File: config.mk
export PLATFORM = sky130hd
export DESIGN_NAME = dtx_exec
export DESIGN_NICKNAME = d
export VERILOG_FILES = /design/src/dtx_pkg.sv /design/src/dtx_regs.sv /design/src/dtx_exec.sv
export SDC_FILE = /design/constraint.sdc
export NUM_CORES = 1
export LEC_CHECK = 0
export ABC_AREA = 1
export ABC_CLOCK_PERIOD_IN_PS = 8100
export BUFFER_PORTS_ARGS = -buffer_cell sky130_fd_sc_hd__buf_2
export CAP_MARGIN = 20
export CORE_ASPECT_RATIO = 0.9
export CORE_UTILIZATION = 30
export CTS_CLUSTER_DIAMETER = 80
export DETAILED_ROUTE_END_ITERATION = 10
export SYNTH_ARGS = -nofsm -noshare
export SYNTH_HDL_FRONTEND = slang
export SYNTH_SLANG_ARGS = --single-unit
File: constraint.sdc
create_clock -name mclk -period 8.1 [get_ports mclk]
set_input_delay 0.81 -clock mclk [delete_from_list [all_inputs] [get_ports mclk]]
set_output_delay 0.81 -clock mclk [all_outputs]
set_load 0.05 [all_outputs]
File: src/dtx_pkg.sv
// Contract
// - post-increment pointer write stores register, then bumps pointer; 2 cycles, no flags.
// - pre-decrement pointer write drops pointer first, then stores; 2 cycles, no flags.
// - offset write stores at Y or Z plus displacement; pointer kept; 2 cycles.
// - absolute write stores register at carried address; 2 cycles, no flags.
// - code memory read loads byte at Z into register zero or named; 3 cycles.
// - code memory write stores word of registers one:zero at Z; open-ended, no flags.
// - push writes source register onto stack; 2 cycles, no flags.
// - pop loads destination register from stack; 2 cycles, no flags.
// - sleep takes 1 cycle, no flags, then requests low-power behaviour.
// - watchdog kick takes 1 cycle, no flags, restarts watchdog.
// - break only signals on-chip debug, no flags, 1 cycle.
package dtx_pkg;

  // ----------------------------------------------------------------
  // commands accepted on the command port
  // ----------------------------------------------------------------
  typedef enum logic [4:0] {
    CMD_NOP       = 5'h00,
    CMD_MW_PTR    = 5'h01,
    CMD_MW_INC    = 5'h02,
    CMD_MW_DEC    = 5'h03,
    CMD_MW_OFS    = 5'h04,
    CMD_MW_ABS    = 5'h05,
    CMD_CR_ZERO   = 5'h06,
    CMD_CR_REG    = 5'h07,
    CMD_CR_INC    = 5'h08,
    CMD_CW        = 5'h09,
    CMD_PUSH      = 5'h0a,
    CMD_POP       = 5'h0b,
    CMD_IO_RD     = 5'h0c,
    CMD_IO_WR     = 5'h0d,
    CMD_SLEEP     = 5'h0e,
    CMD_KICK      = 5'h0f,
    CMD_BREAK     = 5'h10
  } dtx_cmd_t;

  // ----------------------------------------------------------------
  // pointer select codes and register indices
  // ----------------------------------------------------------------
  localparam logic [1:0] PTR_X = 2'h0;
  localparam logic [1:0] PTR_Y = 2'h1;
  localparam logic [1:0] PTR_Z = 2'h2;
  localparam logic [4:0] REG_ZERO = 5'h00;
  localparam logic [4:0] REG_ONE = 5'h01;
  localparam logic [4:0] REG_XL = 5'h1a;
  localparam logic [4:0] REG_YL = 5'h1c;
  localparam logic [4:0] REG_ZL = 5'h1e;

  // ----------------------------------------------------------------
  // cycle counts and reset values
  // ----------------------------------------------------------------
  localparam logic [1:0] CYC_MEM = 2'h2;
  localparam logic [1:0] CYC_CODE_RD = 2'h3;
  localparam logic [1:0] CYC_ONE = 2'h1;
  localparam logic [15:0] SP_RESET = 16'h00ff;
  localparam logic [15:0] ONE_W = 16'h0001;

  // one-hot sequencer states
  typedef enum logic [2:0] {
    SQ_IDLE = 3'b001,
    SQ_BUSY = 3'b010,
    SQ_CW   = 3'b100
  } dtx_state_t;

endpackage : dtx_pkg

File: src/dtx_regs.sv
`timescale 1ns/100ps
// working register file; pointer pairs live in the top six bytes
module dtx_regs
  import dtx_pkg::*;
(
  input wire logic mclk,
  input wire logic srst,
  input wire logic [4:0] rd_addr,
  output logic [7:0] rd_data,
  output logic [15:0] x_val,
  output logic [15:0] y_val,
  output logic [15:0] z_val,
  output logic [15:0] low_register_word,
  input wire logic wr_en,
  input wire logic [4:0] wr_addr,
  input wire logic [7:0] wr_data,
  input wire logic pw_en,
  input wire logic [4:0] pw_addr,
  input wire logic [15:0] pw_val
);
  logic [7:0] rf [32];

  // ----------------------------------------------------------------
  // read side
  // ----------------------------------------------------------------
  assign rd_data = rf[rd_addr];
  assign x_val = {rf[REG_XL + 5'h01], rf[REG_XL]};
  assign y_val = {rf[REG_YL + 5'h01], rf[REG_YL]};
  assign z_val = {rf[REG_ZL + 5'h01], rf[REG_ZL]};
  assign low_register_word = {rf[REG_ONE], rf[REG_ZERO]};

  // ----------------------------------------------------------------
  // write side
  // ----------------------------------------------------------------
  // a byte load overrides a pointer update to the same byte
  always_ff @(posedge mclk)
  begin
    if (srst)
    begin
      for (int i = 0; i < 32; i++)
      begin
        rf[i] <= 8'h00;
      end
    end
    else
    begin
      if (pw_en)
      begin
        rf[pw_addr] <= pw_val[7:0];
        rf[pw_addr + 5'h01] <= pw_val[15:8];
      end
      if (wr_en)
      begin
        rf[wr_addr] <= wr_data;
      end
    end
  end

endmodule : dtx_regs

File: src/dtx_exec.sv
`timescale 1ns/100ps
module dtx_exec
  import dtx_pkg::*;
(
  input wire logic mclk,
  input wire logic srst,
  input wire logic cmd_valid,
  output logic cmd_ready,
  input wire dtx_pkg::dtx_cmd_t cmd_op,
  input wire logic [4:0] cmd_reg,
  input wire logic [1:0] cmd_ptr,
  input wire logic [5:0] cmd_disp,
  input wire logic [15:0] cmd_addr,
  input wire logic [5:0] cmd_io,
  output logic [15:0] dmem_addr,
  output logic [7:0] dmem_wdata,
  output logic dmem_we,
  output logic dmem_re,
  input wire logic [7:0] dmem_rdata,
  output logic [15:0] pmem_addr,
  output logic pmem_re,
  input wire logic [7:0] pmem_rdata,
  output logic pmem_we,
  output logic [15:0] pmem_wdata,
  input wire logic pmem_wr_done,
  output logic [5:0] io_addr,
  output logic [7:0] io_wdata,
  output logic io_we,
  output logic io_re,
  input wire logic [7:0] io_rdata,
  output logic sleep_req,
  output logic wdt_kick,
  output logic break_hit,
  output logic [15:0] stack_ptr
);
  import dtx_pkg::*;

  dtx_state_t state;
  logic [1:0] busy_left;
  logic accept;
  logic [7:0] rd_data;
  logic [15:0] x_val;
  logic [15:0] y_val;
  logic [15:0] z_val;
  logic [15:0] low_register_word;
  logic [15:0] sel_ptr;
  logic [15:0] ofs_ptr;
  logic [15:0] next_addr;
  logic pw_en;
  logic [4:0] pw_addr;
  logic [15:0] pw_val;
  logic [4:0] pend_dst;
  logic pend_code;
  logic wr_en;
  logic [4:0] wr_addr;
  logic [7:0] wr_data;

  // pick a pointer word by select code
  function automatic logic [15:0] ptr_pick(input logic [1:0] sel, input logic [15:0] x,
                                           input logic [15:0] y, input logic [15:0] z);
    logic [15:0] r;
    r = x;
    if (sel == PTR_Y)
      r = y;
    else if (sel == PTR_Z)
      r = z;
    return r;
  endfunction : ptr_pick

  // index of the low byte of a pointer pair
  function automatic logic [4:0] ptr_base(input logic [1:0] sel);
    logic [4:0] r;
    r = REG_XL;
    if (sel == PTR_Y)
      r = REG_YL;
    else if (sel == PTR_Z)
      r = REG_ZL;
    return r;
  endfunction : ptr_base

  // the command port is only open while idle
  assign accept = cmd_valid && cmd_ready;

  // ----------------------------------------------------------------
  // register file
  // ----------------------------------------------------------------
  dtx_regs u_regs (
    .mclk(mclk),
    .srst(srst),
    .rd_addr(cmd_reg),
    .rd_data(rd_data),
    .x_val(x_val),
    .y_val(y_val),
    .z_val(z_val),
    .low_register_word(low_register_word),
    .wr_en(wr_en),
    .wr_addr(wr_addr),
    .wr_data(wr_data),
    .pw_en(pw_en),
    .pw_addr(pw_addr),
    .pw_val(pw_val)
  );

  // ----------------------------------------------------------------
  // address generation and pointer side effects
  // ----------------------------------------------------------------
  // offset form only knows Y and Z; any other code falls back to Y
  assign sel_ptr = ptr_pick(cmd_ptr, x_val, y_val, z_val);
  assign ofs_ptr = (cmd_ptr == PTR_Z) ? z_val : y_val;

  always_comb
  begin
    next_addr = sel_ptr;
    pw_en = 1'b0;
    pw_addr = ptr_base(cmd_ptr);
    pw_val = sel_ptr;
    case (cmd_op)
      CMD_MW_INC:
      begin
        pw_en = accept;
        pw_val = sel_ptr + ONE_W;
      end
      CMD_MW_DEC:
      begin
        next_addr = sel_ptr - ONE_W;
        pw_en = accept;
        pw_val = sel_ptr - ONE_W;
      end
      CMD_MW_OFS: next_addr = ofs_ptr + {10'h000, cmd_disp};
      CMD_MW_ABS: next_addr = cmd_addr;
      CMD_PUSH: next_addr = stack_ptr;
      CMD_POP: next_addr = stack_ptr + ONE_W;
      CMD_CR_INC:
      begin
        pw_en = accept;
        pw_addr = REG_ZL;
        pw_val = z_val + ONE_W;
      end
      default: next_addr = sel_ptr;
    endcase
  end

  // ----------------------------------------------------------------
  // sequencer: holds the port closed for the extra cycles
  // ----------------------------------------------------------------
  // nothing here touches status flags; the core keeps them as they were
  always_ff @(posedge mclk)
  begin
    if (srst)
    begin
      state <= SQ_IDLE;
      busy_left <= 2'h0;
      cmd_ready <= 1'b1;
    end
    else
    begin
      case (state)
        SQ_IDLE:
          if (accept)
          begin
            case (cmd_op)
              CMD_MW_PTR, CMD_MW_INC, CMD_MW_DEC, CMD_MW_OFS, CMD_MW_ABS, CMD_PUSH, CMD_POP:
              begin
                state <= SQ_BUSY;
                busy_left <= CYC_MEM - CYC_ONE;
                cmd_ready <= 1'b0;
              end
              CMD_CR_ZERO, CMD_CR_REG, CMD_CR_INC:
              begin
                state <= SQ_BUSY;
                busy_left <= CYC_CODE_RD - CYC_ONE;
                cmd_ready <= 1'b0;
              end
              CMD_CW:
              begin
                state <= SQ_CW;
                cmd_ready <= 1'b0;
              end
              default: state <= SQ_IDLE;
            endcase
          end
        SQ_BUSY:
        begin
          busy_left <= busy_left - CYC_ONE;
          if (busy_left == CYC_ONE)
          begin
            state <= SQ_IDLE;
            cmd_ready <= 1'b1;
          end
        end
        SQ_CW:
          if (pmem_wr_done)
          begin
            state <= SQ_IDLE;
            cmd_ready <= 1'b1;
          end
        default:
        begin
          state <= SQ_IDLE;
          cmd_ready <= 1'b1;
        end
      endcase
    end
  end

  // ----------------------------------------------------------------
  // data space strobes and stack pointer
  // ----------------------------------------------------------------
  always_ff @(posedge mclk)
  begin
    if (srst)
    begin
      dmem_addr <= 16'h0000;
      dmem_wdata <= 8'h00;
      dmem_we <= 1'b0;
      dmem_re <= 1'b0;
      stack_ptr <= SP_RESET;
    end
    else
    begin
      dmem_we <= 1'b0;
      dmem_re <= 1'b0;
      if (accept)
      begin
        dmem_addr <= next_addr;
        dmem_wdata <= rd_data;
        case (cmd_op)
          CMD_MW_PTR, CMD_MW_INC, CMD_MW_DEC, CMD_MW_OFS, CMD_MW_ABS: dmem_we <= 1'b1;
          CMD_PUSH:
          begin
            dmem_we <= 1'b1;
            stack_ptr <= stack_ptr - ONE_W;
          end
          CMD_POP:
          begin
            dmem_re <= 1'b1;
            stack_ptr <= stack_ptr + ONE_W;
          end
          default: dmem_we <= 1'b0;
        endcase
      end
    end
  end

  // ----------------------------------------------------------------
  // program memory strobes
  // ----------------------------------------------------------------
  // write strobe stands until the flash reports completion
  always_ff @(posedge mclk)
  begin
    if (srst)
    begin
      pmem_addr <= 16'h0000;
      pmem_re <= 1'b0;
      pmem_we <= 1'b0;
      pmem_wdata <= 16'h0000;
    end
    else
    begin
      pmem_re <= 1'b0;
      if (pmem_we && pmem_wr_done)
        pmem_we <= 1'b0;
      if (accept && (cmd_op == CMD_CR_ZERO || cmd_op == CMD_CR_REG || cmd_op == CMD_CR_INC))
      begin
        pmem_addr <= z_val;
        pmem_re <= 1'b1;
      end
      if (accept && cmd_op == CMD_CW)
      begin
        pmem_addr <= z_val;
        pmem_wdata <= low_register_word;
        pmem_we <= 1'b1;
      end
    end
  end

  // ----------------------------------------------------------------
  // i/o port and single-cycle control pulses
  // ----------------------------------------------------------------
  // an i/o read lands in the register one edge later; a command that
  // reads that register right after sees the old value
  always_ff @(posedge mclk)
  begin
    if (srst)
    begin
      io_addr <= 6'h00;
      io_wdata <= 8'h00;
      io_we <= 1'b0;
      io_re <= 1'b0;
      sleep_req <= 1'b0;
      wdt_kick <= 1'b0;
      break_hit <= 1'b0;
      pend_dst <= REG_ZERO;
      pend_code <= 1'b0;
    end
    else
    begin
      io_we <= accept && cmd_op == CMD_IO_WR;
      io_re <= accept && cmd_op == CMD_IO_RD;
      sleep_req <= accept && cmd_op == CMD_SLEEP;
      wdt_kick <= accept && cmd_op == CMD_KICK;
      break_hit <= accept && cmd_op == CMD_BREAK;
      if (accept)
      begin
        io_addr <= cmd_io;
        io_wdata <= rd_data;
        pend_code <= cmd_op == CMD_CR_ZERO || cmd_op == CMD_CR_REG || cmd_op == CMD_CR_INC;
        pend_dst <= (cmd_op == CMD_CR_ZERO) ? REG_ZERO : cmd_reg;
      end
    end
  end

  // ----------------------------------------------------------------
  // register writeback
  // ----------------------------------------------------------------
  always_comb
  begin
    wr_en = 1'b0;
    wr_addr = pend_dst;
    wr_data = io_rdata;
    if (io_re)
      wr_en = 1'b1;
    else if (state == SQ_BUSY && busy_left == CYC_ONE && (dmem_re || pend_code))
    begin
      wr_en = 1'b1;
      wr_data = pend_code ? pmem_rdata : dmem_rdata;
    end
  end

  // ----------------------------------------------------------------
  // checks
  // ----------------------------------------------------------------
  post_inc_a: assert property (@(posedge mclk) disable iff (srst)
    accept && cmd_op == CMD_MW_INC && cmd_ptr == PTR_Z |=> dmem_we && z_val == dmem_addr + ONE_W
      ##1 cmd_ready)
    else $error("post-increment write wrong");
  pre_dec_a: assert property (@(posedge mclk) disable iff (srst)
    accept && cmd_op == CMD_MW_DEC && cmd_ptr == PTR_X |=> dmem_we && x_val == dmem_addr
      && dmem_addr == $past(x_val) - ONE_W)
    else $error("pre-decrement write wrong");
  offset_wr_a: assert property (@(posedge mclk) disable iff (srst)
    accept && cmd_op == CMD_MW_OFS |=> dmem_we && dmem_addr == $past(ofs_ptr) + {10'h000,
      $past(cmd_disp)} && ofs_ptr == $past(ofs_ptr))
    else $error("offset write wrong");
  abs_wr_a: assert property (@(posedge mclk) disable iff (srst)
    accept && cmd_op == CMD_MW_ABS |=> dmem_we && !cmd_ready && dmem_addr == $past(cmd_addr)
      ##1 cmd_ready && !dmem_we)
    else $error("absolute write wrong");
  code_rd_a: assert property (@(posedge mclk) disable iff (srst)
    accept && cmd_op == CMD_CR_REG |=> pmem_re ##1 !cmd_ready && !pmem_re ##1 cmd_ready)
    else $error("code read timing wrong");
  code_wr_a: assert property (@(posedge mclk) disable iff (srst)
    accept && cmd_op == CMD_CW |=> pmem_we && pmem_wdata == $past(low_register_word)
      && pmem_addr == $past(z_val))
    else $error("code write wrong");
  push_a: assert property (@(posedge mclk) disable iff (srst)
    accept && cmd_op == CMD_PUSH |=> dmem_we && stack_ptr == dmem_addr - ONE_W ##1 cmd_ready)
    else $error("push wrong");
  pop_a: assert property (@(posedge mclk) disable iff (srst)
    accept && cmd_op == CMD_POP |=> dmem_re && stack_ptr == dmem_addr ##1 cmd_ready)
    else $error("pop wrong");
  one_cycle_a: assert property (@(posedge mclk) disable iff (srst)
    accept && (cmd_op == CMD_SLEEP || cmd_op == CMD_KICK || cmd_op == CMD_IO_WR)
      |=> cmd_ready && (sleep_req || wdt_kick || io_we))
    else $error("single cycle command stalled");

endmodule : dtx_exec

=== Word-level counts from Yosys, hierarchy flattened ===
Memories as Yosys holds them, arrays and structs flattened. A register that Yosys moved wholly into a read port is not among the register bits.
Index checks and enable logic that the tools add are counted.

* $add $sub $neg: 8
* Equal/unequal tests: 27
* Multiplexer cells: 53
* Bitwise gates (word level): 1
* Reduce and logical (&&, ||, !) cells: 32

{| class="wikitable"
|+ Operator list
! operator !! count
|-
| $mux 16 || 5
|-
| $pmux 16 s5 || 1
|-
| $add 16x1->16 const B || 3
|-
| $mux 8 || 6
|-
| $pmux 16 s3 || 1
|-
| $eq 5x4->1 const B || 8
|-
| $pmux 16 s2 || 1
|-
| $sub 16x1->16 const B || 2
|-
| $mux 5 || 5
|-
| $reduce_or 8->1 || 3
|-
| $mux 1 || 23
|-
| $eq 5x3->1 const B || 4
|-
| $add 16x6->16 || 1
|-
| $mux 3 || 5
|-
| $logic_and 1x1->1 || 11
|-
| $reduce_or 11->1 || 1
|-
| $eq 5x2->1 const B || 2
|-
| $reduce_or 10->1 || 1
|-
| $pmux 3 s3 || 1
|-
| $pmux 2 s2 || 2
|-
| $reduce_bool 2->1 || 4
|-
| $reduce_or 7->1 || 1
|-
| $ne 2x2->1 const B || 3
|-
| $pmux 3 s2 || 1
|-
| other kinds (21) || 26
|}

* Register bits after elaboration: 75
* Bits in writable memories: 256
* Bits of input ports: 68
* Output and inout bits: 96
* Word-level logic and storage cells: 140
* Memories kept: 1

{| class="wikitable"
|+ Memory list
! memory !! words !! width !! read ports !! clocked after memory_dff !! wr ports !! line !! RTL
|-
| u_regs.rf || 32 || 8 || 9 || 3 || 32 || dtx_regs.sv:21 || <nowiki>logic [7:0] rf [32];</nowiki>
|}

=== Longest topological paths before layout ===
Gate-level depths: netlist (run 1).

* Depth in word-level cells: 10
* Mapped depth: 21

=== Modules after synthesis ===
A second synthesis (run 1) with hierarchy kept.

* Cell total of the unflattened synthesis: 3478
* Area total of the unflattened synthesis: 24149.4 sq um

{| class="wikitable"
|+ By module, submodules not included
! module !! times used !! cells each !! area each (sq um)
|-
| dtx_regs || 1 || 2200 || 16495.8
|-
| dtx_exec || 1 || 1278 || 7653.6
|}

=== Worst setup path after synthesis (run 1) ===
OpenSTA, ideal clock, no wires.

* Kind: input-to-reg
* Start: input port cmd_ptr[0]
* End: register dmem_addr[10]
* Library setup time: 0.132 ns
* Arrival: 3.230 ns
* Data required time: 7.968 ns
* Slack: 4.738 ns
* Stages on the path: 21
* Path through: inv_1 ha_1 clkbuf_1 clkbuf_1 nand2_1 o21ai_0 ha_1 inv_1 fa_1 inv_1 nand2_1 nand3_1 nand2_1 nor2_1 nand2_1 nand2_1 nor2_1 nor2_1 nand3_1 nand2_1 a21oi_1

* Longest elaborated chain between the ends: 5
* Elaborated cells between the ends (all ways): 8
* Those cells by class: 2 x add/sub; 2 x eq/ne; 4 x mux

{| class="wikitable"
|+ RTL lines
! element !! line !! RTL
|-
| from (decl) || dtx_exec.sv:11 || <nowiki>input wire logic [1:0] cmd_ptr,</nowiki>
|-
| $eq 2x2->1 || dtx_exec.sv:65, dtx_exec.sv:109 ||
|-
| $mux 16 || dtx_exec.sv:65 || <nowiki>else if (sel == PTR_Z)</nowiki>
|-
| $mux 16 || dtx_exec.sv:63 || <nowiki>if (sel == PTR_Y)</nowiki>
|-
| $sub 16x1->16 || dtx_exec.sv:125 || <nowiki>next_addr = sel_ptr - ONE_W;</nowiki>
|-
| $pmux 16 s5 * || dtx_exec.sv:117 || <nowiki>case (cmd_op)</nowiki>
|-
| to (signal assigned) || dtx_exec.sv:225 || <nowiki>dmem_addr <= next_addr;</nowiki>
|-
| to (decl) || dtx_exec.sv:15 || <nowiki>output logic [15:0] dmem_addr,</nowiki>
|}

Every way passes the cells marked *; elsewhere a longest branch is shown, timed or not.
A chain may end at the register's enable or synchronous reset.

==> results of run 1 <==
## where the power goes
part	total, W	internal [W]	switching, W
clock	0.00186	0.00108	0.000785
combinational	0.000615	0.000150	0.000465
sequential	0.00206	0.00201	0.0000505
total	0.00454	0.00324	0.00130
## cell type report
cell class | count | share of cell area [%]
diodes | 1 | 0.01119
flip-flops and latches | 355 | 43.22
clock buffers | 42 | 4.407
clock inverters | 27 | 1.437
well taps | 855 | 4.782
multi-input cells | 1791 | 38.13
inverters | 210 | 3.535
repair buffers | 186 | 4.475
## placed cells by master, fill, tap and decap left out, types with 5 or more instances in the layout
cell	Yosys	final
o21ai_0	247	241
inv_1	185	184
o21ai_4	2	9
nor3_1	24	24
nand4_1	19	19
nand3b_1	5	5
clkinvlp_4	0	5
nor2_2	11	11
o22ai_1	34	34
inv_2	17	18
ha_1	15	15
o221ai_1	49	49
nand2_2	9	10
dfxtp_1	99	99
clkinv_2	1	10
nor3_2	7	7
edfxtp_1	256	256
xor2_1	5	5
a211oi_1	5	5
buf_4	12	22
bufinv_16	0	6
nand2_1	556	555
clkinv_1	7	11
clkbuf_16	0	38
nor2_1	471	471
nand3_1	156	156
a21oi_1	100	100
mux2_2	8	8
buf_2	25	163
o211ai_1	27	27
## how the worst min path moves through the flow
stage,slack (ns),end,startpoint,depth (start not counted)
after floorplan,0.47,pmem_wdata[10]$_SDFFE_PP0P_,u_regs.rf[1][2]$_SDFFCE_PN0P_,2
after global placement,0.45,dmem_addr[7]$_SDFFE_PP0P_,dmem_addr[7]$_SDFFE_PP0P_,2
after detailed placement,0.46,dmem_addr[5]$_SDFFE_PP0P_,dmem_addr[5]$_SDFFE_PP0P_,2
after CTS,0.47,dmem_addr[5]$_SDFFE_PP0P_,dmem_addr[5]$_SDFFE_PP0P_,2
after global routing,0.49,dmem_addr[5]$_SDFFE_PP0P_,dmem_addr[5]$_SDFFE_PP0P_,2
final,0.47,dmem_addr[14]$_SDFFE_PP0P_,dmem_addr[14]$_SDFFE_PP0P_,2
## cells in the mapped netlist, types with 2 or more instances
master       n
a211oi_1     5
a21oi_1    100
a221oi_1     2
a22oi_1      4
a31oi_1      4
buf_1       10
buf_2       25
buf_4       12
buf_6        4
clkbuf_1    84
clkinv_1     7
dfxtp_1     99
edfxtp_1   256
ha_1        15
inv_1      185
inv_2       17
mux2_2       8
nand2_1    556
nand2_2      9
nand3_1    156
nand3_2      4
nand3b_1     5
nand4_1     19
nor2_1     471
nor2_2      11
nor2_4       3
nor3_1      24
nor3_2       7
nor4_1       2
o2111ai_1    2
o211ai_1    27
o21ai_0    247
o21ai_1      5
o21ai_2      4
o21ai_4      2
o221ai_1    49
o22ai_1     34
xnor2_1      2
xor2_1       5
## state kept, by name, indices dropped and copies added (netlist names), 3 cells and up
name,flops
dmem_addr,16
io_addr,6
io_wdata,8
pend_dst,5
pmem_addr,16
pmem_wdata,16
stack_ptr,16
state,3
u_regs.rf,256
## per-stage QoR
stage               setup WS [ns]  hold slack [ns]  cell area [um^2]  total power (W)  util [%]
floorplan                   4.738           0.4681             19520         0.002495         -
global placement            4.000           0.4536             21040         0.002699     32.77
detailed placement          3.896           0.4572             21040         0.002699     32.78
CTS                         4.472           0.4683             22350         0.004550     34.81
global route                4.078           0.4891             22370         0.004683     34.85
finish                      4.330           0.4659             22370         0.004542     34.85
## per-layer routing
layer  part of all wire [%]  up-vias  global-route usage, %
met5                  0.019        -                      0
li1                       -     8600                      -
met4                    2.0        2                  4.403
met2                     42      989                  29.34
met3                     11      111                  3.594
met1                     46     8683                  30.94
## cell families after synthesis
group	after synthesis	share of synthesized area, %
AOI/OAI and AO/OA	488	14.49
muxes	8	0.4615
xor gates and xnor gates	7	0.3141
DFF	355	49.54
and+or+nand+nor	1272	26.95
buffers and inverters	345	7.185
adders and majority gates	16	1.064
## worst register-to-register path: cells and delay by family, from the launching register on
family | cells | cell delay (ns)
flops | 1 | 0.77
simple gates | 5 | 2.27
compound gates | 1 | 0.18
==> flow_summary_export.csv, run 1 <==
group,metric,value,unit
global_routing,grt_pass1_wl,103600,um
cts,clockBufferDepth,3,
sta,slew_violations,0,
yosys,synth-edff-count,256,
sta,setup_tns,0,ns
sta,relSlewSlack,27.50,%
place,placed_cells,3396,
global_routing,grt_pass1_vias,16400,
cts,post_cts_buffers,0,
route,post_drt_wl_per_cell,19.92,um
worst_setup_path,path_cells,"buf_2 > inv_1 > ha_1 > inv_2 > nand3_1 > nand2_1 > o21ai_2 > ha_1 > nand2_1 > nor2_1 > nand4_1 > nand3_1 > nand3_2 > nand2_1 > nand2_1",
route,drcViolationCount,0,
worst_setup_path,endpoint,"u_regs.rf[29][4]$_DFFE_PP_",
hold_path,hold_path.class,"register to register",
place,place_congestion,0.9736,
layout,fillers,6712,
sta,worstMarginPinSlew,1.084,ns
die,die_w,270.9,um
cts,cts_hold_buffers,0,
layout,regArea,0.009669,mm^2
worst_setup_path,critPathMaxFanout,21,
worst_setup_path,max_stage_delay,0.67,ns
yosys,syn_avg_cell_area,7.836,um^2
worst_setup_path,critPathArrivalTime,4.09,ns
global_routing,antenna_found_initial,3,
layout,multi_input_area,0.008529,mm^2
worst_setup_path,crit_slowest_cell,"ha_1",
yosys,syn_area,0.01952,mm^2
status,status,"finished, final reports clean",
cts,cts_root_buffer,"clkbuf_16",
die,core_region_area,0.06419,mm^2
worst_setup_path,startpoint,"cmd_ptr[1]",
yosys,seq_area_frac_synth,49.54,%
power,p_leak,9.458,nW
cts,tritoncts,"done",
route,totalWireLength,69070,um
global_routing,grt_max_degree,90,
cts,cts.sink_count,355,
power,power_density,203.0,mW/mm^2
yosys,synth_top_area_share,39.38,%
cts,worstSkewPairLatency,0.58,ns
place,hpwl,48310,um
yosys,ys_ff_latch,355,
job,maxCapViolCount,0,
route,num_vias,18390,
layout,instances_no_fill,3467,
sta,report.final.hold_viol_count,0,
layout,area_delta_synth_final,14.60,%
worst_setup_path,r2r_cells,6,
worst_setup_path,path_class,"input pin to register",
yosys,async_flop_share,0,%
place,io_buffers,163,
yosys,ys_warn_count,0,
die,start_util,30.41,%
worst_setup_path,crit_family,"simple AND/OR/NAND/NOR gates",
worst_setup_path,worst_setup_path_end_kind,"register",
worst_setup_path,path_common_cell,"nand2_1",
worst_setup_path,cp.required,8.42,ns
yosys,synth_ff_type,"edfxtp_1",
die,die_h,244.0,um
worst_setup_path,crit_buf_inv,3,
route,ant_nets,0,
die,die-area,0.06609,mm^2
yosys,syn_inst,2491,
worst_setup_path,cp.depth,15,
route,via_per_inst,5.303,
worst_setup_path,rr_endpoint,"u_regs.rf[22][3]$_SDFFCE_PN0P_",
global_routing,gr-total-overflow,0,
layout,drive_gt1_share,12.60,%
sta,setup_violations,0,
die,num_rows,88,
cts,cts_buffers,38,
sta,fin_crit,3.770,ns
worst_setup_path,regToRegStartpoint,"pend_code$_SDFFE_PP0P_",
yosys,synthDistinctLibCells,49,
worst_setup_path,ff2ff_setup_slack,4.54,ns
layout,nets,2666,
yosys,yosys-top-cells-area,"edfxtp_1 (39%), nand2_1 (11%), dfxtp_1 (10%)",
power,ir_drop,0.1211,mV
route,firstDrtPassIters,7,
global_routing,track_usage,20.26,%
die,io_pins,164,
route,drt_iter0_drc,2441,
worst_setup_path,start_kind,"input pin",
yosys,synth_top_area_cell,"edfxtp_1",
sta,fin_skew,0.02366,ns
yosys,synth_nets,2575,
cts,h-tree-depth,2,
sta,grt_setup_unrepaired,"no",
sta,finalCritPeriodShare,46.54,%
cts,path_clk_slew,0.06,ns
sta,fmax,265.3,MHz
cts,ctsResizeCount,0,
Note: power is estimated with default switching activity, not from simulation.
==> inputs of run 2 (changes only) <==
ABC_CLOCK_PERIOD_IN_PS = 3280   (was 8100)
clock period = 3.28 ns   (was 8.1 ns; I/O delays follow)
==> flow_summary_export.csv, run 2 (synthesis gave the netlist of run 1 again) <==
group,metric,value,unit
place,dpl-instance-area,0.02151,mm^2
global_routing,grt_max_degree,138,
sta,fmax,345.9,MHz
worst_setup_path,cp.required,3.53,ns
layout,largest_reg_flops,256,
power,p_leak,9.725,nW
layout,mostFrequentLayoutCells,"nand2_1 (555), nor2_1 (471), edfxtp_1 (256), o21ai_0 (241), inv_1 (184)",
cts,cts_hold_buffers,5,
worst_setup_path,critPathArrivalTime,3.14,ns
layout,fillers,6712,
die,die_w,270.9,um
sta,grt_setup_unrepaired,"no",
cts,clockBufferDepth,3,
place,place_congestion,0.9645,
cts,worstSkewPairLatency,0.59,ns
status,status,"finished, final reports clean",
route,totalWireLength,70250,um
layout,regArea,0.009669,mm^2
sta,worstMarginPinSlew,0.8771,ns
sta,setup_tns,0,ns
route,post_drt_wl_per_cell,19.93,um
global_routing,antenna_found_initial,2,
layout,final_area,0.02285,mm^2
worst_setup_path,regToRegStartpoint,"state[2]$_SDFFE_PP0P_",
layout,final_common_cell,"nand2_1",
layout,nets,2721,
sta,setup_violations,0,
layout,instances_no_fill,3525,
die,start_util,30.41,%
place,placed_cells,3445,
route,firstDrtPassIters,6,
place,place_ws,0.3294,ns
sta,fin_skew,0.02430,ns
sta,finalCritPeriodShare,88.14,%
hold_path,hold_path.class,"input pin to register",
worst_setup_path,critPathMaxFanout,9,
route,drt_iter0_drc,2453,
global_routing,grtUsageMet2,30.77,%
cts,cts_buffers,40,
die,core_region_area,0.06419,mm^2
hold_path,min_from,"pmem_wr_done",
sta,fin_crit,2.891,ns
global_routing,gr-usage-met1,30.42,%
cts,cts_root_buffer,"clkbuf_16",
route,via_per_inst,5.245,
worst_setup_path,ff2ff_setup_slack,0.39,ns
cts,ctsResizeCount,0,
worst_setup_path,startpoint,"state[2]$_SDFFE_PP0P_",
place,io_buffers,163,
route,num_vias,18490,
global_routing,grtUsageMet3,3.525,%
layout,regMostFlops,"u_regs.rf",
layout,area_delta_synth_final,17.04,%
cts,post_cts_buffers,0,
global_routing,grt_pass1_vias,16600,
worst_setup_path,path_class,"register to register",
route,drcViolationCount,0,
cts,path_clk_slew,0.06,ns
worst_setup_path,start_kind,"register",
power,power_density,487.2,mW/mm^2
layout,drive_gt1_share,13.94,%
worst_setup_path,worst_setup_path_end_kind,"register",
layout,multi_input_area,0.008529,mm^2
sta,slew_violations,0,
global_routing,gr-total-overflow,0,
die,num_rows,88,
cts,cts.sink_count,355,
die,die_h,244.0,um
power,ir_drop,0.3570,mV
cts,tritoncts,"done",
sta,report.final.hold_viol_count,0,
sta,relSlewSlack,41.27,%
die,die-area,0.06609,mm^2
cts,h-tree-depth,2,
die,io_pins,164,
place,hpwl,50290,um
route,ant_nets,0,
job,maxCapViolCount,0,
global_routing,busiest_layer,"met2",
layout,finish.utilization,35.59,%
sta,worst_slack,0.3891,ns
global_routing,track_usage,20.63,%
global_routing,grt_pass1_wl,104100,um
run 2: cell types whose count changed in the layout (fill, tap and decap cells not counted), moves of 2 or more:
cell / previous run / this run
buf_4: 22 / 64
clkbuf_1: 2 / 13
buf_12: 1 / 8
bufinv_16: 6 / 1
clkinv_2: 10 / 5
dlygate4sd3_1: 0 / 5
clkbuf_16: 38 / 41
clkbuf_8: 2 / 4
clkinvlp_4: 5 / 3
run 2: worst max-delay path, stage by stage, from the launching register on:
cell	delay, ns
dfxtp_1	0.34
nor3_4	0.29
inv_2	0.08
nor3_2	0.20
o21ai_1	0.14
inv_1	0.10
nand3_1	0.34
inv_2	0.35
nand2_1	0.29
nand2_1	0.43
run 2: power by group:
| part | total (W) | internal (W) | switching [W] | leakage, nW |
|---|---|---|---|---|
| sequential | 0.00507 | 0.00497 | 0.000107 | 3.45 |
| clock | 0.00447 | 0.00250 | 0.00197 | 0.613 |
| combinational | 0.00159 | 0.000416 | 0.00117 | 5.67 |
| total | 0.0111 | 0.00788 | 0.00325 | 9.73 |
run 2: area by class of cell:
class	instances	share of cell area [%]
sequential	355	42.32
multi-input combinational	1791	37.33
timing repair buffer	239	6.572
clock buffer	58	4.945
tap	855	4.683
inverter	210	3.461
clock inverter	16	0.6682
antenna	1	0.01095
run 2: worst paths after layout:
check,to,depth (start not counted)
worst min register to register,dmem_addr[11]$_SDFFE_PP0P_,2
worst max register to register,u_regs.rf[3][1]$_SDFFCE_PN0P_,9
worst max-delay path,u_regs.rf[3][1]$_SDFFCE_PN0P_,9
worst min-delay path,pmem_we$_SDFFE_PP0P_,4
run 2: routing by layer:
layer	wire, um	part of all wire, %	vias to the layer above
li1	-	-	8718
met1	31530	45	8741
met2	30500	43	920
met3	6472	9.2	108
met4	1744	2.5	0
met5	0	0	-
run 2: per-stage QoR:
step / hold slack, ns / power (W)
3_3_place_gp: 0.4529 / 0.006723
5_1_grt: 0.03187 / 0.01150
2_1_floorplan: 0.4065 / 0.006161
6_report: 0.02518 / 0.01113
3_5_place_dp: 0.4563 / 0.006724
4_1_cts: 0.003444 / 0.01116
==> inputs of run 3 (changes only) <==
CORE_MARGIN = 2   (was default)
GPL_ROUTABILITY_DRIVEN = 1   (was default)
PLACE_DENSITY = 0.54   (was default)
==> flow_summary_export.csv, run 3 (synthesis gave the netlist of run 1 again) <==
group,metric,value,unit
status,status,"finished, final reports clean",
die,die_w,272.9,um
route,ant_nets,0,
cts,cts_buffers,39,
layout,regMostFlops,"u_regs.rf",
die,die_h,246.0,um
sta,fin_crit,2.794,ns
worst_setup_path,path_class,"register to register",
layout,area_delta_synth_final,16.79,%
job,maxCapViolCount,0,
cts,clockBufferDepth,3,
worst_setup_path,max_stage_delay,0.42,ns
sta,finalCritPeriodShare,85.18,%
route,drt_iter0_drc,1923,
sta,worstMarginPinSlew,1.021,ns
place,hpwl,52130,um
sta,relSlewSlack,31.25,%
worst_setup_path,cp.required,3.51,ns
worst_setup_path,path_cells,"nor3_4 > inv_2 > nor3_2 > o21ai_1 > inv_1 > nand3_1 > inv_2 > nand2_1 > nand2_1",
power,p_leak,9.725,nW
global_routing,grtUsageMet3,3.021,%
layout,drive_gt1_share,13.80,%
global_routing,busiest_layer,"met2",
place,io_buffers,163,
route,firstDrtPassIters,6,
route,drcViolationCount,0,
sta,slew_violations,0,
global_routing,gr-total-overflow,0,
global_routing,track_usage,20.73,%
power,power_density,496.9,mW/mm^2
global_routing,grt_pass1_vias,17410,
power,ir_drop,0.3926,mV
global_routing,grt_max_degree,90,
sta,setup_tns,0,ns
worst_setup_path,critPathMaxFanout,9,
layout,mostFrequentLayoutCells,"nand2_1 (555), nor2_1 (471), edfxtp_1 (256), o21ai_0 (241), inv_1 (184)",
sta,grt_setup_unrepaired,"no",
worst_setup_path,crit_slowest_cell,"nand2_1",
cts,tritoncts,"done",
route,num_vias,18520,
cts,path_clk_slew,0.06,ns
worst_setup_path,regToRegStartpoint,"state[2]$_SDFFE_PP0P_",
worst_setup_path,start_kind,"register",
sta,fin_skew,0.02331,ns
global_routing,gr-usage-met1,28.75,%
route,via_per_inst,5.271,
die,start_util,30.41,%
die,die-area,0.06713,mm^2
die,io_pins,164,
worst_setup_path,crit_family,"simple AND/OR/NAND/NOR gates",
layout,nets,2715,
route,post_drt_wl_per_cell,20.34,um
power,p_total,0.01133,W
layout,largest_reg_flops,256,
worst_setup_path,critPathArrivalTime,3.02,ns
hold_path,min_from,"cmd_io[4]",
global_routing,grtUsageMet2,32.84,%
sta,fmax,357.9,MHz
worst_setup_path,crit_buf_inv,3,
cts,cts.sink_count,355,
global_routing,grt_pass1_wl,107200,um
cts,worstSkewPairLatency,0.58,ns
worst_setup_path,startpoint,"state[2]$_SDFFE_PP0P_",
hold_path,hold_path.class,"input pin to register",
layout,n_antenna_cell,0,
sta,setup_violations,0,
die,num_rows,88,
layout,final_common_cell,"nand2_1",
worst_setup_path,worst_setup_path_end_kind,"register",
cts,cts_root_buffer,"clkbuf_16",
cts,h-tree-depth,2,
global_routing,antenna_found_initial,0,
sta,holdWs,0.02175,ns
route,totalWireLength,71470,um
cts,ctsResizeCount,0,
die,core_region_area,0.06419,mm^2
sta,report.final.hold_viol_count,0,
layout,fillers,6754,
place,place_congestion,0.9802,
==> run 3: per-layer routing <==
metal	routed length, um	share of wire [%]	up-vias
met5	0	0	-
met4	2406	3.4	0
met1	31130	44	8912
li1	-	-	8686
met3	5312	7.4	129
met2	32630	46	796
==> run 3: area by class of cell <==
| cell class | instances | area (um^2) | area share [%] |
|---|---|---|---|
| clock buffers | 52 | 1065 | 4.671 |
| clock inverters | 17 | 270.3 | 1.186 |
| inverters | 210 | 789.5 | 3.463 |
| multi-input cells | 1791 | 8477 | 37.18 |
| flip-flops and latches | 355 | 9669 | 42.41 |
| well taps | 855 | 1070 | 4.693 |
| repair buffers | 234 | 1456 | 6.389 |
==> run 3: worst min-delay path: stages <==
cell and delay, ns:
buf_2 0.07, o21ai_0 0.07, nor2_1 0.08
==> run 3: what timing repair did <==
action                    CTS  global route
hold endpoints to repair    2             0
hold buffers                2             0
setup buffers               0             0
==> run 3: worst paths after layout <==
path / cells past startpoint / slack [ns] / to
worst min register to register: 2 / 0.46 / pmem_we$_SDFFE_PP0P_
worst max register to register: 9 / 0.49 / u_regs.rf[3][6]$_SDFFCE_PN0P_
worst max-delay path: 9 / 0.49 / u_regs.rf[3][6]$_SDFFCE_PN0P_
worst min-delay path: 3 / 0.02 / io_addr[4]$_SDFFE_PP0P_
==> run 3: stage by stage <==
stage               cell area (um^2)  util, %  setup slack (ns)  cells
floorplan                      19520        -            0.4000   2491
CTS                            22800    35.51            0.5031   3514
detailed placement             21440    33.40            0.2993   3443
global placement               21440    33.40            0.3217   3443
global route                   22800    35.51            0.2812   3514
finish                         22800    35.51            0.4861   3514
==> run 3: report_power, final <==
part / leakage [nW] / switching [W] / total (W) / internal (W)
combinational: 5.64 / 0.00119 / 0.00161 / 0.000416
clock: 0.641 / 0.00194 / 0.00464 / 0.00271
sequential: 3.45 / 0.000109 / 0.00508 / 0.00497
total: 9.72 / 0.00324 / 0.0113 / 0.00809
